File: config.mk
export PLATFORM = sky130hd
export DESIGN_NAME = dds_access_unit
export DESIGN_NICKNAME = d
export VERILOG_FILES = /design/src/dds_pkg.sv /design/src/dds_access_unit.sv /design/src/dds_lane.sv /design/src/dds_stack_chk.sv
export SDC_FILE = /design/constraint.sdc
export NUM_CORES = 1
export LEC_CHECK = 0
export ABC_AREA = 1
export ABC_CLOCK_PERIOD_IN_PS = 3100
export BUFFER_PORTS_ARGS = -buffer_cell sky130_fd_sc_hd__buf_2
export CELL_PAD_IN_SITES_DETAIL_PLACEMENT = 1
export CELL_PAD_IN_SITES_GLOBAL_PLACEMENT = 1
export CORE_MARGIN = 5
export CORE_UTILIZATION = 33
export DETAILED_ROUTE_END_ITERATION = 6
export GPL_TIMING_DRIVEN = 0
export PLACE_DENSITY_LB_ADDON = 0.2
export SETUP_SLACK_MARGIN = 0.2
export SYNTH_ARGS = -nofsm -noshare
export SYNTH_HDL_FRONTEND = slang
export SYNTH_SLANG_ARGS = --single-unit
File: constraint.sdc
create_clock -name core_clk_i -period 3.1 [get_ports core_clk_i]
set_input_delay 0.62 -clock core_clk_i [delete_from_list [all_inputs] [get_ports core_clk_i]]
set_output_delay 0.62 -clock core_clk_i [all_outputs]
set_load 0.01 [all_outputs]
File: src/dds_pkg.sv
// Package for the dual data space access unit: constants and carriers.
// Assumes a 16-bit core issuing one access request per instruction cycle.
//
// Operation
// View mapping suspended during table instructions
// View penalty outside repeat: one or two
// Repeat view penalty two at edges, else one (code gives zero else)
// Dual fetch X block excludes Y region
// Dual fetch uses pointer pairs per space
// All writes use X bus; Y reads only
// Modulo both spaces; bit reverse X writes (modulo not applied, steps plain)
// Invalid reads return all zeros
// Sixteen bit byte addresses, 64 Kbytes
// Byte reads select lane to low byte
// Byte writes strobe one lane only
// Post increment one byte, two word
// Odd word access traps; writes suppressed
// Byte load changes only low byte
// Sign extend and zero extend operations
// Near window 13 bit; moves 16 bit
// Stack grows up, post inc, pre dec
// Call push zero extends; exception merges status
// Limit unreset, bit zero reads zero
// Stack addresses compared with limit
// Stack below 0x0800 raises error
// Software avoids stack read after limit write
// View only with enable and top bit
// Address and stack errors separate traps
package dds_pkg;

  // ****************************************
  // Address map constants
  // ****************************************
  localparam logic [15:0] DDS_Y_BASE      = 16'h0080;
  localparam logic [15:0] DDS_Y_LAST      = 16'h00FF;
  localparam logic [15:0] DDS_X_LAST      = 16'h00FF;
  localparam logic [15:0] DDS_NEAR_LAST   = 16'h1FFF;
  localparam logic [15:0] DDS_STACK_FLOOR = 16'h0800;
  localparam logic [15:0] DDS_SP_RESET    = 16'h0800;
  localparam logic [15:0] DDS_ZERO_WORD   = 16'h0000;
  localparam int          DDS_VIEW_BIT    = 15;

  // ****************************************
  // Operation codes and carriers
  // ****************************************
  typedef enum logic [2:0] {
    DDS_OP_NONE, DDS_OP_READ, DDS_OP_WRITE, DDS_OP_PUSH, DDS_OP_POP,
    DDS_OP_SIGN_EXT, DDS_OP_ZERO_EXT
  } dds_op_type;

  typedef enum logic [1:0] {
    DDS_AM_PLAIN, DDS_AM_MODULO, DDS_AM_BITREV
  } dds_amode_type;

  typedef struct packed {
    dds_op_type    op;
    logic          byte_op;
    logic          dual_fetch;     // Dual fetch DSP class
    logic          short_view;     // Move, double move or prefetch class
    logic          table_op;
    logic          call_push;
    logic          exc_push;
    logic          direct13;
    logic          direct16;
    dds_amode_type amode;
    logic [15:0]   ea;
    logic [15:0]   wdata;
    logic [15:0]   wreg_old;       // Destination register before a byte load
  } dds_req_type;

  typedef struct packed {
    logic        rpt_active;
    logic        rpt_first;
    logic        rpt_last;
    logic        irq_exit;
    logic        irq_reentry;
  } dds_rpt_type;

endpackage

File: src/dds_access_unit.sv
// Dual data space access unit top: decode, lanes, traps, stack, view penalty.
// Assumes one request per cycle from the pipeline and word memories answering
// combinationally on the read data inputs.
`timescale 1ns/1ns
`default_nettype none
module dds_access_unit #(
  parameter int unsigned AW = 16
) (
  input  wire logic                 core_clk_i,
  input  wire logic                 sys_rst_i,
  input  wire logic                 req_valid_i,
  input  wire dds_pkg::dds_req_type req_i,
  input  wire dds_pkg::dds_rpt_type rpt_i,
  input  wire logic                 view_en_i,
  input  wire logic [7:0]           status_low_byte_i,
  input  wire logic                 limit_wr_i,
  input  wire logic [15:0]          limit_wdata_i,
  input  wire logic                 y_req_i,
  input  wire logic [1:0]           y_ptr_sel_i,
  input  wire logic [15:0]          y_ea_i,
  input  wire logic [15:0]          x_rdata_i,
  input  wire logic [15:0]          y_rdata_i,
  input  wire logic [23:0]          pc_i,
  output logic [AW-1:0]             x_addr_o,
  output logic [15:0]               x_wdata_o,
  output logic [1:0]                x_wstrb_o,
  output logic                      view_access_o,
  output logic [AW-1:0]             y_addr_o,
  output logic [15:0]               x_result_o,
  output logic [15:0]               y_result_o,
  output logic [15:0]               ea_next_o,
  output logic [15:0]               sp_o,
  output logic [15:0]               limit_o,
  output logic [1:0]                extra_cycles_o,
  output logic                      addr_trap_o,
  output logic                      stack_trap_o,
  output logic                      done_o
);

  // ****************************************
  // Request decode
  // ****************************************
  logic        is_read, is_write, is_push, is_pop, misalign, in_y, impl;
  logic        x_invalid, view_hit, stk_err, near_ok;
  logic [7:0]  lane_byte;
  logic [1:0]  lane_strb;
  logic [15:0] sp_q, limit_q, push_word, x_word;

  assign is_read  = req_valid_i && req_i.op == dds_pkg::DDS_OP_READ;
  assign is_write = req_valid_i && req_i.op == dds_pkg::DDS_OP_WRITE;
  assign is_push  = req_valid_i && req_i.op == dds_pkg::DDS_OP_PUSH;
  assign is_pop   = req_valid_i && req_i.op == dds_pkg::DDS_OP_POP;
  // byte granular word space
  assign in_y     = req_i.ea >= dds_pkg::DDS_Y_BASE && req_i.ea <= dds_pkg::DDS_Y_LAST;
  assign impl     = req_i.ea <= dds_pkg::DDS_X_LAST;
  // odd word detect
  assign misalign = (is_read || is_write) && !req_i.byte_op && req_i.ea[0];
  // near window check
  assign near_ok  = !req_i.direct13 || (req_i.ea <= dds_pkg::DDS_NEAR_LAST);
  // table suspends view
  // enable and top bit
  assign view_hit = view_en_i && req_i.ea[dds_pkg::DDS_VIEW_BIT] && !req_i.table_op;
  // X excludes Y on dual fetch
  // invalid read zero
  assign x_invalid = (!impl && !view_hit) || (req_i.dual_fetch && in_y) || !near_ok;
  // call or exception frame word
  assign push_word = req_i.exc_push ? {status_low_byte_i, req_i.wdata[7:0]} :
                     req_i.call_push ? {8'h00, req_i.wdata[7:0]} : req_i.wdata;

  dds_lane u_lane (
    .byte_op_i  (req_i.byte_op),
    .addr_lsb_i (req_i.ea[0]),
    .word_i     (x_rdata_i),
    .byte_o     (lane_byte),
    .strobe_o   (lane_strb)
  );

  dds_stack_chk u_stk (
    .push_i  (is_push),
    .pop_i   (is_pop),
    .sp_i    (sp_q),
    .limit_i (limit_q),
    .err_o   (stk_err)
  );

  // Read result shaping
  always_comb begin
    x_word = x_rdata_i;
    if (x_invalid) begin
      x_word = dds_pkg::DDS_ZERO_WORD;
    end else if (req_i.byte_op) begin
      // low byte only
      x_word = {req_i.wreg_old[15:8], lane_byte};
    end
    case (req_i.op)
      // sign and zero extend
      dds_pkg::DDS_OP_SIGN_EXT: x_word = {{8{req_i.wreg_old[7]}}, req_i.wreg_old[7:0]};
      dds_pkg::DDS_OP_ZERO_EXT: x_word = {8'h00, req_i.wreg_old[7:0]};
      default: ;
    endcase
  end

  // ****************************************
  // X bus outputs
  // ****************************************
  // writes on X bus only
  always_ff @(posedge core_clk_i) begin
    if (sys_rst_i) begin
      x_addr_o   <= '0;
      x_wdata_o  <= '0;
      x_wstrb_o  <= 2'h0;
      x_result_o <= '0;
      done_o     <= 1'b0;
    end else begin
      done_o     <= req_valid_i;
      x_result_o <= x_word;
      if (is_push) begin
        x_addr_o  <= sp_q;
        x_wdata_o <= push_word;
        // Push blocked when it breaks the limit or the floor
        x_wstrb_o <= stk_err ? 2'h0 : 2'h3;
      end else if (is_pop) begin
        x_addr_o  <= sp_q - 16'h0002;
        x_wstrb_o <= 2'h0;
      end else begin
        x_addr_o  <= req_i.ea;
        // byte lane replicated
        x_wdata_o <= req_i.byte_op ? {req_i.wdata[7:0], req_i.wdata[7:0]} : req_i.wdata;
        // suppress faulting write
        x_wstrb_o <= (is_write && !misalign) ? lane_strb : 2'h0;
      end
    end
  end

  // ****************************************
  // Y read path
  // ****************************************
  // Y via Y pointer pair
  // Y word only
  always_ff @(posedge core_clk_i) begin
    if (sys_rst_i) begin
      y_addr_o   <= '0;
      y_result_o <= '0;
    end else begin
      y_addr_o   <= {y_ea_i[15:1], 1'b0};
      // Y pointer outside Y zero
      y_result_o <= (y_req_i && y_ea_i >= dds_pkg::DDS_Y_BASE && y_ea_i <= dds_pkg::DDS_Y_LAST &&
                     y_ptr_sel_i[1]) ? y_rdata_i : dds_pkg::DDS_ZERO_WORD;
    end
  end

  // ****************************************
  // Post modify and view penalty
  // ****************************************
  // step one or two
  // bit reverse X writes; modulo mode steps like plain
  always_ff @(posedge core_clk_i) begin
    if (sys_rst_i) begin
      ea_next_o <= '0;
    end else if (req_i.amode == dds_pkg::DDS_AM_BITREV && is_write) begin
      ea_next_o <= {req_i.ea[15:8], req_i.ea[1], req_i.ea[2], req_i.ea[3], req_i.ea[4],
                    req_i.ea[5], req_i.ea[6], req_i.ea[7], 1'b0};
    end else begin
      ea_next_o <= req_i.ea + (req_i.byte_op ? 16'h0001 : 16'h0002);
    end
  end

  // outside repeat penalty
  // repeat edges penalty
  always_ff @(posedge core_clk_i) begin
    if (sys_rst_i) begin
      extra_cycles_o <= 2'h0;
      view_access_o  <= 1'b0;
    end else begin
      view_access_o <= req_valid_i && view_hit;
      if (!(req_valid_i && view_hit)) begin
        extra_cycles_o <= 2'h0;
      end else if (rpt_i.rpt_active) begin
        extra_cycles_o <= (rpt_i.rpt_first || rpt_i.rpt_last || rpt_i.irq_exit ||
                           rpt_i.irq_reentry) ? 2'h2 : 2'h0;
      end else begin
        extra_cycles_o <= (req_i.short_view || req_i.dual_fetch) ? 2'h1 : 2'h2;
      end
    end
  end

  // ****************************************
  // Stack pointer and limit
  // ****************************************
  // grow upward
  always_ff @(posedge core_clk_i) begin
    if (sys_rst_i) begin
      sp_q <= dds_pkg::DDS_SP_RESET;
    end else if (is_push) begin
      sp_q <= sp_q + 16'h0002;
    end else if (is_pop) begin
      sp_q <= sp_q - 16'h0002;
    end
  end

  // no reset, bit zero forced
  always_ff @(posedge core_clk_i) begin
    if (limit_wr_i) begin
      limit_q <= {limit_wdata_i[15:1], 1'b0};
    end
  end

  // separate trap lines
  always_ff @(posedge core_clk_i) begin
    if (sys_rst_i) begin
      addr_trap_o  <= 1'b0;
      stack_trap_o <= 1'b0;
      sp_o         <= dds_pkg::DDS_SP_RESET;
      limit_o      <= '0;
    end else begin
      addr_trap_o  <= misalign;
      stack_trap_o <= stk_err;
      sp_o         <= sp_q;
      limit_o      <= limit_q;
    end
  end

  // ****************************************
  // Checks
  // ****************************************
  property p_misalign_trap;
    @(posedge core_clk_i) disable iff (sys_rst_i)
    misalign |=> addr_trap_o && x_wstrb_o == 2'h0;
  endproperty
  a_misalign_trap: assert property (p_misalign_trap) else $error("odd word access missed trap");

  property p_push_limit;
    @(posedge core_clk_i) disable iff (sys_rst_i)
    (is_push && sp_q == limit_q && sp_q >= dds_pkg::DDS_STACK_FLOOR) |=> !stack_trap_o;
  endproperty
  a_push_limit: assert property (p_push_limit) else $error("push at limit trapped");

  property p_push_grow;
    @(posedge core_clk_i) disable iff (sys_rst_i)
    is_push |=> sp_q == $past(sp_q) + 16'h0002;
  endproperty
  a_push_grow: assert property (p_push_grow) else $error("push did not step pointer");

  property p_floor;
    @(posedge core_clk_i) disable iff (sys_rst_i)
    (is_push && sp_q < dds_pkg::DDS_STACK_FLOOR) |=> stack_trap_o;
  endproperty
  a_floor: assert property (p_floor) else $error("floor breach missed");

  property p_byte_strobe;
    @(posedge core_clk_i) disable iff (sys_rst_i)
    (is_write && req_i.byte_op) |=> x_wstrb_o != 2'h3;
  endproperty
  a_byte_strobe: assert property (p_byte_strobe) else $error("byte write hit both lanes");

  property p_invalid_zero;
    @(posedge core_clk_i) disable iff (sys_rst_i)
    (is_read && x_invalid) |=> x_result_o == 16'h0000;
  endproperty
  a_invalid_zero: assert property (p_invalid_zero) else $error("invalid read not zero");

  property p_table_view;
    @(posedge core_clk_i) disable iff (sys_rst_i)
    (req_valid_i && req_i.table_op) |=> !view_access_o && extra_cycles_o == 2'h0;
  endproperty
  a_table_view: assert property (p_table_view) else $error("view during table op");

  property p_limit_even;
    @(posedge core_clk_i) disable iff (sys_rst_i)
    limit_wr_i |=> limit_q[0] == 1'b0;
  endproperty
  a_limit_even: assert property (p_limit_even) else $error("limit bit zero set");

endmodule
`default_nettype wire

File: src/dds_lane.sv
// Byte lane selector and write strobe builder.
// Assumes words are little-endian byte pairs.
`timescale 1ns/1ns
`default_nettype none
module dds_lane (
  input  wire logic        byte_op_i,
  input  wire logic        addr_lsb_i,
  input  wire logic [15:0] word_i,
  output logic      [7:0]  byte_o,
  output logic      [1:0]  strobe_o
);
  // lane select read
  assign byte_o = addr_lsb_i ? word_i[15:8] : word_i[7:0];
  // single lane strobe
  assign strobe_o = byte_op_i ? (addr_lsb_i ? 2'h2 : 2'h1) : 2'h3;
endmodule
`default_nettype wire

File: src/dds_stack_chk.sv
// Stack limit and floor checker.
// Assumes limit and pointer are word aligned.
`timescale 1ns/1ns
`default_nettype none
module dds_stack_chk (
  input  wire logic        push_i,
  input  wire logic        pop_i,
  input  wire logic [15:0] sp_i,
  input  wire logic [15:0] limit_i,
  output logic             err_o
);
  logic [15:0] pop_addr;
  assign pop_addr = sp_i - 16'h0002;
  // limit compare
  // floor compare
  assign err_o = (push_i && (sp_i > limit_i || sp_i < dds_pkg::DDS_STACK_FLOOR)) ||
                 (pop_i && (pop_addr < dds_pkg::DDS_STACK_FLOOR));
endmodule
`default_nettype wire

* Word level (Yosys, flattened, before mapping) *
Index checks and enable logic that the tools add are counted.

word-level totals
  register bits after elaboration = 166
  output and inout bits = 136
  logic and storage cells = 103
  input port bits = 170

cells by class
  reduce and logical (&&, ||, !) cells = 40
  order comparisons = 8
  bitwise logic cells = 2
  add/sub/neg operators = 3
  multiplexer cells = 24
  equality and inequality tests = 8

operators by type and width
  operator                                                                               number
  16-bit two-way mux                                                                     12
  16-bit by 8-bit greater-or-equal comparator with 1-bit output (second input constant)  2
  16-bit by 8-bit <= comparator with 1-bit output (second input constant)                2
  16-bit by 12-bit less-than comparator with 1-bit output (second input constant)        2
  16-bit case mux with 2 select lines                                                    1
  2-bit two-way mux                                                                      10
  1-bit logical AND                                                                      19
  16-bit by 2-bit adder with 16-bit output                                               1
  16-bit by 2-bit adder with 16-bit output (second input constant)                       1
  16-bit greater-than comparator                                                         1
  16-bit by 13-bit <= comparator with 1-bit output (second input constant)               1
  16-bit by 2-bit subtractor with 16-bit output (second input constant)                  1
  1-bit logical OR                                                                       10
  3-bit equality test (second input constant)                                            3
  8-bit two-way mux                                                                      1
  1-bit zero test                                                                        7
  3-bit by 2-bit equality test with 1-bit output (second input constant)                 2
  2-bit OR reduction                                                                     3
  3-bit by 1-bit equality test with 1-bit output (second input constant)                 1
  2-bit equality test (second input constant)                                            1
  2-bit by 1-bit != test with 1-bit output (second input constant)                       1
  1-bit NOT                                                                              2
  2-bit nonzero test                                                                     1

* Longest topological paths before layout *
  depth in word-level cells = 10
  depth in mapped cells = 14

* Hierarchy *
From an unflattened synthesis, not the netlist that was laid out.

unflattened totals
  cells, all modules = 1009
  area total of the unflattened synthesis = 7566.0 um2

by module, submodules not included
  module           sequential area each (um2)  cells each  area each (um2)  instances
  dds_access_unit  3413.3                      896         6932.9           1
  dds_stack_chk    0.0                         85          520.5            1
  dds_lane         0.0                         28          112.6            1

* Least setup slack after synthesis *
OpenSTA, ideal clock, no wires.

  kind = in2reg
  start = input req_i[57] (netlist bit)
  end = register ea_next_o[15]
  data arrival time = 2.237 ns
  path buffers = 1
  setup slack = 0.733 ns
  cell stages on the path = 11
  path through = buf_2 clkinv_1 ha_1 nand3_1 nand2_1 nand4_2 nor3_2 nand2_2 nor2_2 nand2_1 nor3b_2

on the way
  word-level cells in the longest chain between the ends = 3

RTL lines
  item                                      line                    RTL
  start: declaration                        dds_access_unit.sv:12   input wire dds_pkg::dds_req_type req_i,
  2-bit two-way mux                         dds_access_unit.sv:164  ea_next_o <= req_i.ea + (req_i.byte_op ? 16'h0001 : 16'h0002);
  16-bit by 2-bit adder with 16-bit output  dds_access_unit.sv:164
  16-bit two-way mux                        dds_access_unit.sv:160  end else if (req_i.amode == dds_pkg::DDS_AM_BITREV && is_write) begin
  end signal: assignment                    dds_access_unit.sv:161  ea_next_o <= {req_i.ea[15:8], req_i.ea[1], req_i.ea[2], req_i.ea[3], req_i.ea[4],
  end signal: assignment                    dds_access_unit.sv:164
  end: declaration                          dds_access_unit.sv:31   output logic [15:0] ea_next_o,

No other way between the ends.
A chain may end at the register's enable or synchronous reset.

* Final worst setup path *
Same ends and word-level chain as after synthesis.

==> impl_results.md <==
* Status: completed
* Setup violators final at 0
* RD Place Congestion at 0.879
* Critical path buffers and inverters at 3
* Clock H-tree levels at 4
* Post-placement cell count at 1,462
* Worst-case reg-to-reg path depth at 11
* Reg2reg end: x_wstrb_o[0]
* Setup Crit Path Kind: primary input to flip-flop
* Largest net degree at the start of global routing at 19
* WL met3 at 2190 um
* Top Metal Used: met5
* Proportion of synthesized area in mux cells at 0.983%
* CP Capture Point: ea_next_o[15]
* DIE HEIGHT at 157 um
* Largest cells by area after synthesis: dfxtp_1 (42%), nor2_1 (7.8%), nand2_1 (7.6%)
* CP top delay family: simple AND/OR/NAND/NOR gates
* Post-CTS Repair Setup Buffers at 0
* Yosys warns at 0
* Slew Limit Fails at 0
* Reg-to-reg critical path startpoint: sp_q[6]
* CP required at 3.40 ns
* Post-synth EDFFs at 15
* Vias in the first global route at 7,544
* Share of the synthesized area in the top cell type at 41.6%
* Min Tclk post-route at 2.56 ns
* Simple-Gate Fraction of Synth Area at 22.7%
* Sequential area share after synthesis at 47.9%
* Total GRT Usage at 20.6%
* Worst skew pair latency at 0.44 ns
* Clock root buffer: clkbuf_16
* Synthesized instance count at 913
* Core ar. at 0.0212 mm2
* Ports at 306
* Vias at 7,079
* Pwr dens at 548 mW/mm2
* CP arrival at 2.85 ns
* Synth cell types at 52
* Leading register cell type out of synthesis: dfxtp_1
* Largest area contributor in the netlist: dfxtp_1
* Drt pass-1 iters at 5
* Main combinational cell family by area after synthesis: simple AND/OR/NAND/NOR gates
* Maximum VDD drop at 0.375 mV
* WL met1 at 10,600 um
* First-pass GRT wire length at 39,500 um
* Initial antenna violation count at 3
* Die Wd at 157 um
* Hold Path Origin: limit_wdata_i[13]
* Max Fclk at 391 MHz
* Hold bufs inserted after CTS at 0
* Setup Skew at 0.0102 ns
* Max Buffers Root-to-Sink at 2
* RSZ-0062 raised after global routing: false
* Compound-Gate Fraction of Synth Area at 13.1%
* Total clock sinks at 163
* Async set or reset register ratio after synthesis at 0%
* CP startpoint kind: primary input
* Commonest non-fill, non-tap cells in the layout: buf_2 (285), nor2_1 (148), dfxtp_1 (148), nand2_1 (144), inv_1 (130)
* Slew @ Worst Pin at 0.727 ns
* CP max stage cell: ha_1
* DRC at 0
* Worst R2R Setup Slack at 1.01 ns
* Number of DRC markers in iteration 0 at 367
* Leak at 4.87 nW
* Xor/xnor cell area share of the yosys netlist at 1.48%
* Grt ovf at 0
* Worst-path clk slew at 0.07 ns
* Layout cell share with drive strength beyond 1 at 28.6%
* Crit path from: req_i[57]
* TritonCTS Buffers at 17
* Period utilisation layout at 82.4%
* Most common cell after layout, fill and taps aside: buf_2
* Total wire length at 25,700 um
* Critical Path, Cell by Cell: buf_2, buf_2, clkinv_1, ha_1, nand3_1, nand2_1, nand4_2, nor3_2, nand2_2, nor2_2, nand2_1, nor3b_2
* Max incr delay on CP at 0.42 ns
* HP Class: primary input to flip-flop
* Final ANT Viol Nets at 0
* Syn Area/Cell at 7.80 um2
* Site row count at 53
* Maxcap violations at 0
* Setup crit end kind: flip-flop
* Vias per cell at 4.74
* Post-CTS Resized at 0
* CTS tree: yes
* Post-Syn Area at 0.00712 mm2
* Antenna diode count at 0
* Drt wl/cell at 17.2 um
* Die area at 0.0246 mm2
* Placed wire-length estimate at 20,400 um
* Port bufs at 272
* WL met2 at 12,300 um
* Synth Area in Adders at 3.79%
* CP Depth at 12
* Nets at 1,397
* Hold Violations, Final at 0
* Starting Density at 33.7%
* Post-route insts no fill at 1,494
* Max_slew headroom at 51.5%
* Max Fanout on Critical Path at 10
* Syn-to-layout area delta at 32.6%
* Setup tns final at 0 ns
* Synthesis-stage register bit count at 163
-- worst reg2reg max path, cell delays in order (launching register included) --
cell,delay [ns]
dfxtp_1,0.32
buf_2,0.18
nor2_1,0.23
nand2_1,0.10
nor2_1,0.28
nand2_1,0.10
nand2_1,0.07
nand2_1,0.05
nor2_1,0.17
nand4_1,0.19
nand3_1,0.18
a21oi_1,0.09
-- area by class of cell --
type                            count  area [um2]
Timing Repair Buffer              272        1360
Inverter                          135         507
Fill cell                        2701       11700
Buffer                             42         208
Multi-Input combinational cell    575        3000
Clock inverter                     15         188
Tap cell                          275         344
Clock buffer                       17         425
Sequential cell                   163        3410
-- sequential cells by signal, indices dropped and copies added (netlist names), 2 cells and up --
name	count
limit_q	15
x_addr_o	16
extra_cycles_o	2
y_result_o	16
sp_q	15
x_wdata_o	16
limit_o	15
y_addr_o	15
x_result_o	16
ea_next_o	16
sp_o	15
x_wstrb_o	2
-- worst min path at each step --
stage / to / slack, ns / depth (start not counted)
after floorplan: limit_o[10] / 0.44 / 2
after global placement: x_wdata_o[13] / 0.45 / 2
after detailed placement: x_wdata_o[13] / 0.46 / 2
after CTS: limit_q[13] / 0.34 / 1
after global routing: limit_q[2] / 0.34 / 1
final: limit_q[13] / 0.36 / 1
-- report_power, final --
part	total [mW]	switching (mW)	internal, mW
clock network	2.19	1.03	1.17
registers	2.28	0.0427	2.23
logic	0.707	0.442	0.265
total	5.18	1.51	3.66
-- metrics by stage --
step           worst slack, ns  instance area (um2)  utilization, %  power [mW]  hold WS [ns]
3_5_place_dp             0.135                 8840            41.8        3.03         0.459
4_1_cts                  0.548                 9450            44.7        5.24         0.339
2_1_floorplan            0.733                 7130               -        2.70         0.440
5_1_grt                  0.268                 9450            44.7        5.42         0.340
3_3_place_gp             0.129                 8840            41.8        3.02         0.449
6_report                 0.544                 9450            44.7        5.18         0.358
-- routing by layer --
metal / global-route usage (%) / up-vias
li1: - / 3513
met1: 24.6 / 3302
met2: 35.1 / 222
met3: 6.85 / 36
met4: 6.36 / 6
met5: 0 / -
-- cell usage after synthesis (4+ instances only) --
cell        n
mux2i_1     7
buf_2      13
nand3_1    38
o211ai_1   24
nor2_1    148
nand2_1   144
clkbuf_1   19
a211oi_1    4
o22ai_1     9
inv_2       4
o21ai_0    49
dfxtp_1   148
nor3_1     10
edfxtp_1   15
nand4_1     5
xor2_1     10
a31oi_1     5
inv_1     130
buf_4       5
a21oi_1    56
ha_1       20
-- cell families after synthesis --
group / Yosys count
AOI/OAI and AO/OA: 160
and+or+nand+nor: 372
DFF: 163
adders and majority gates: 21
muxes: 7
xor gates and xnor gates: 12
other: 1
buffers and inverters: 177
No activity file was read; power rests on OpenSTA's default activity.
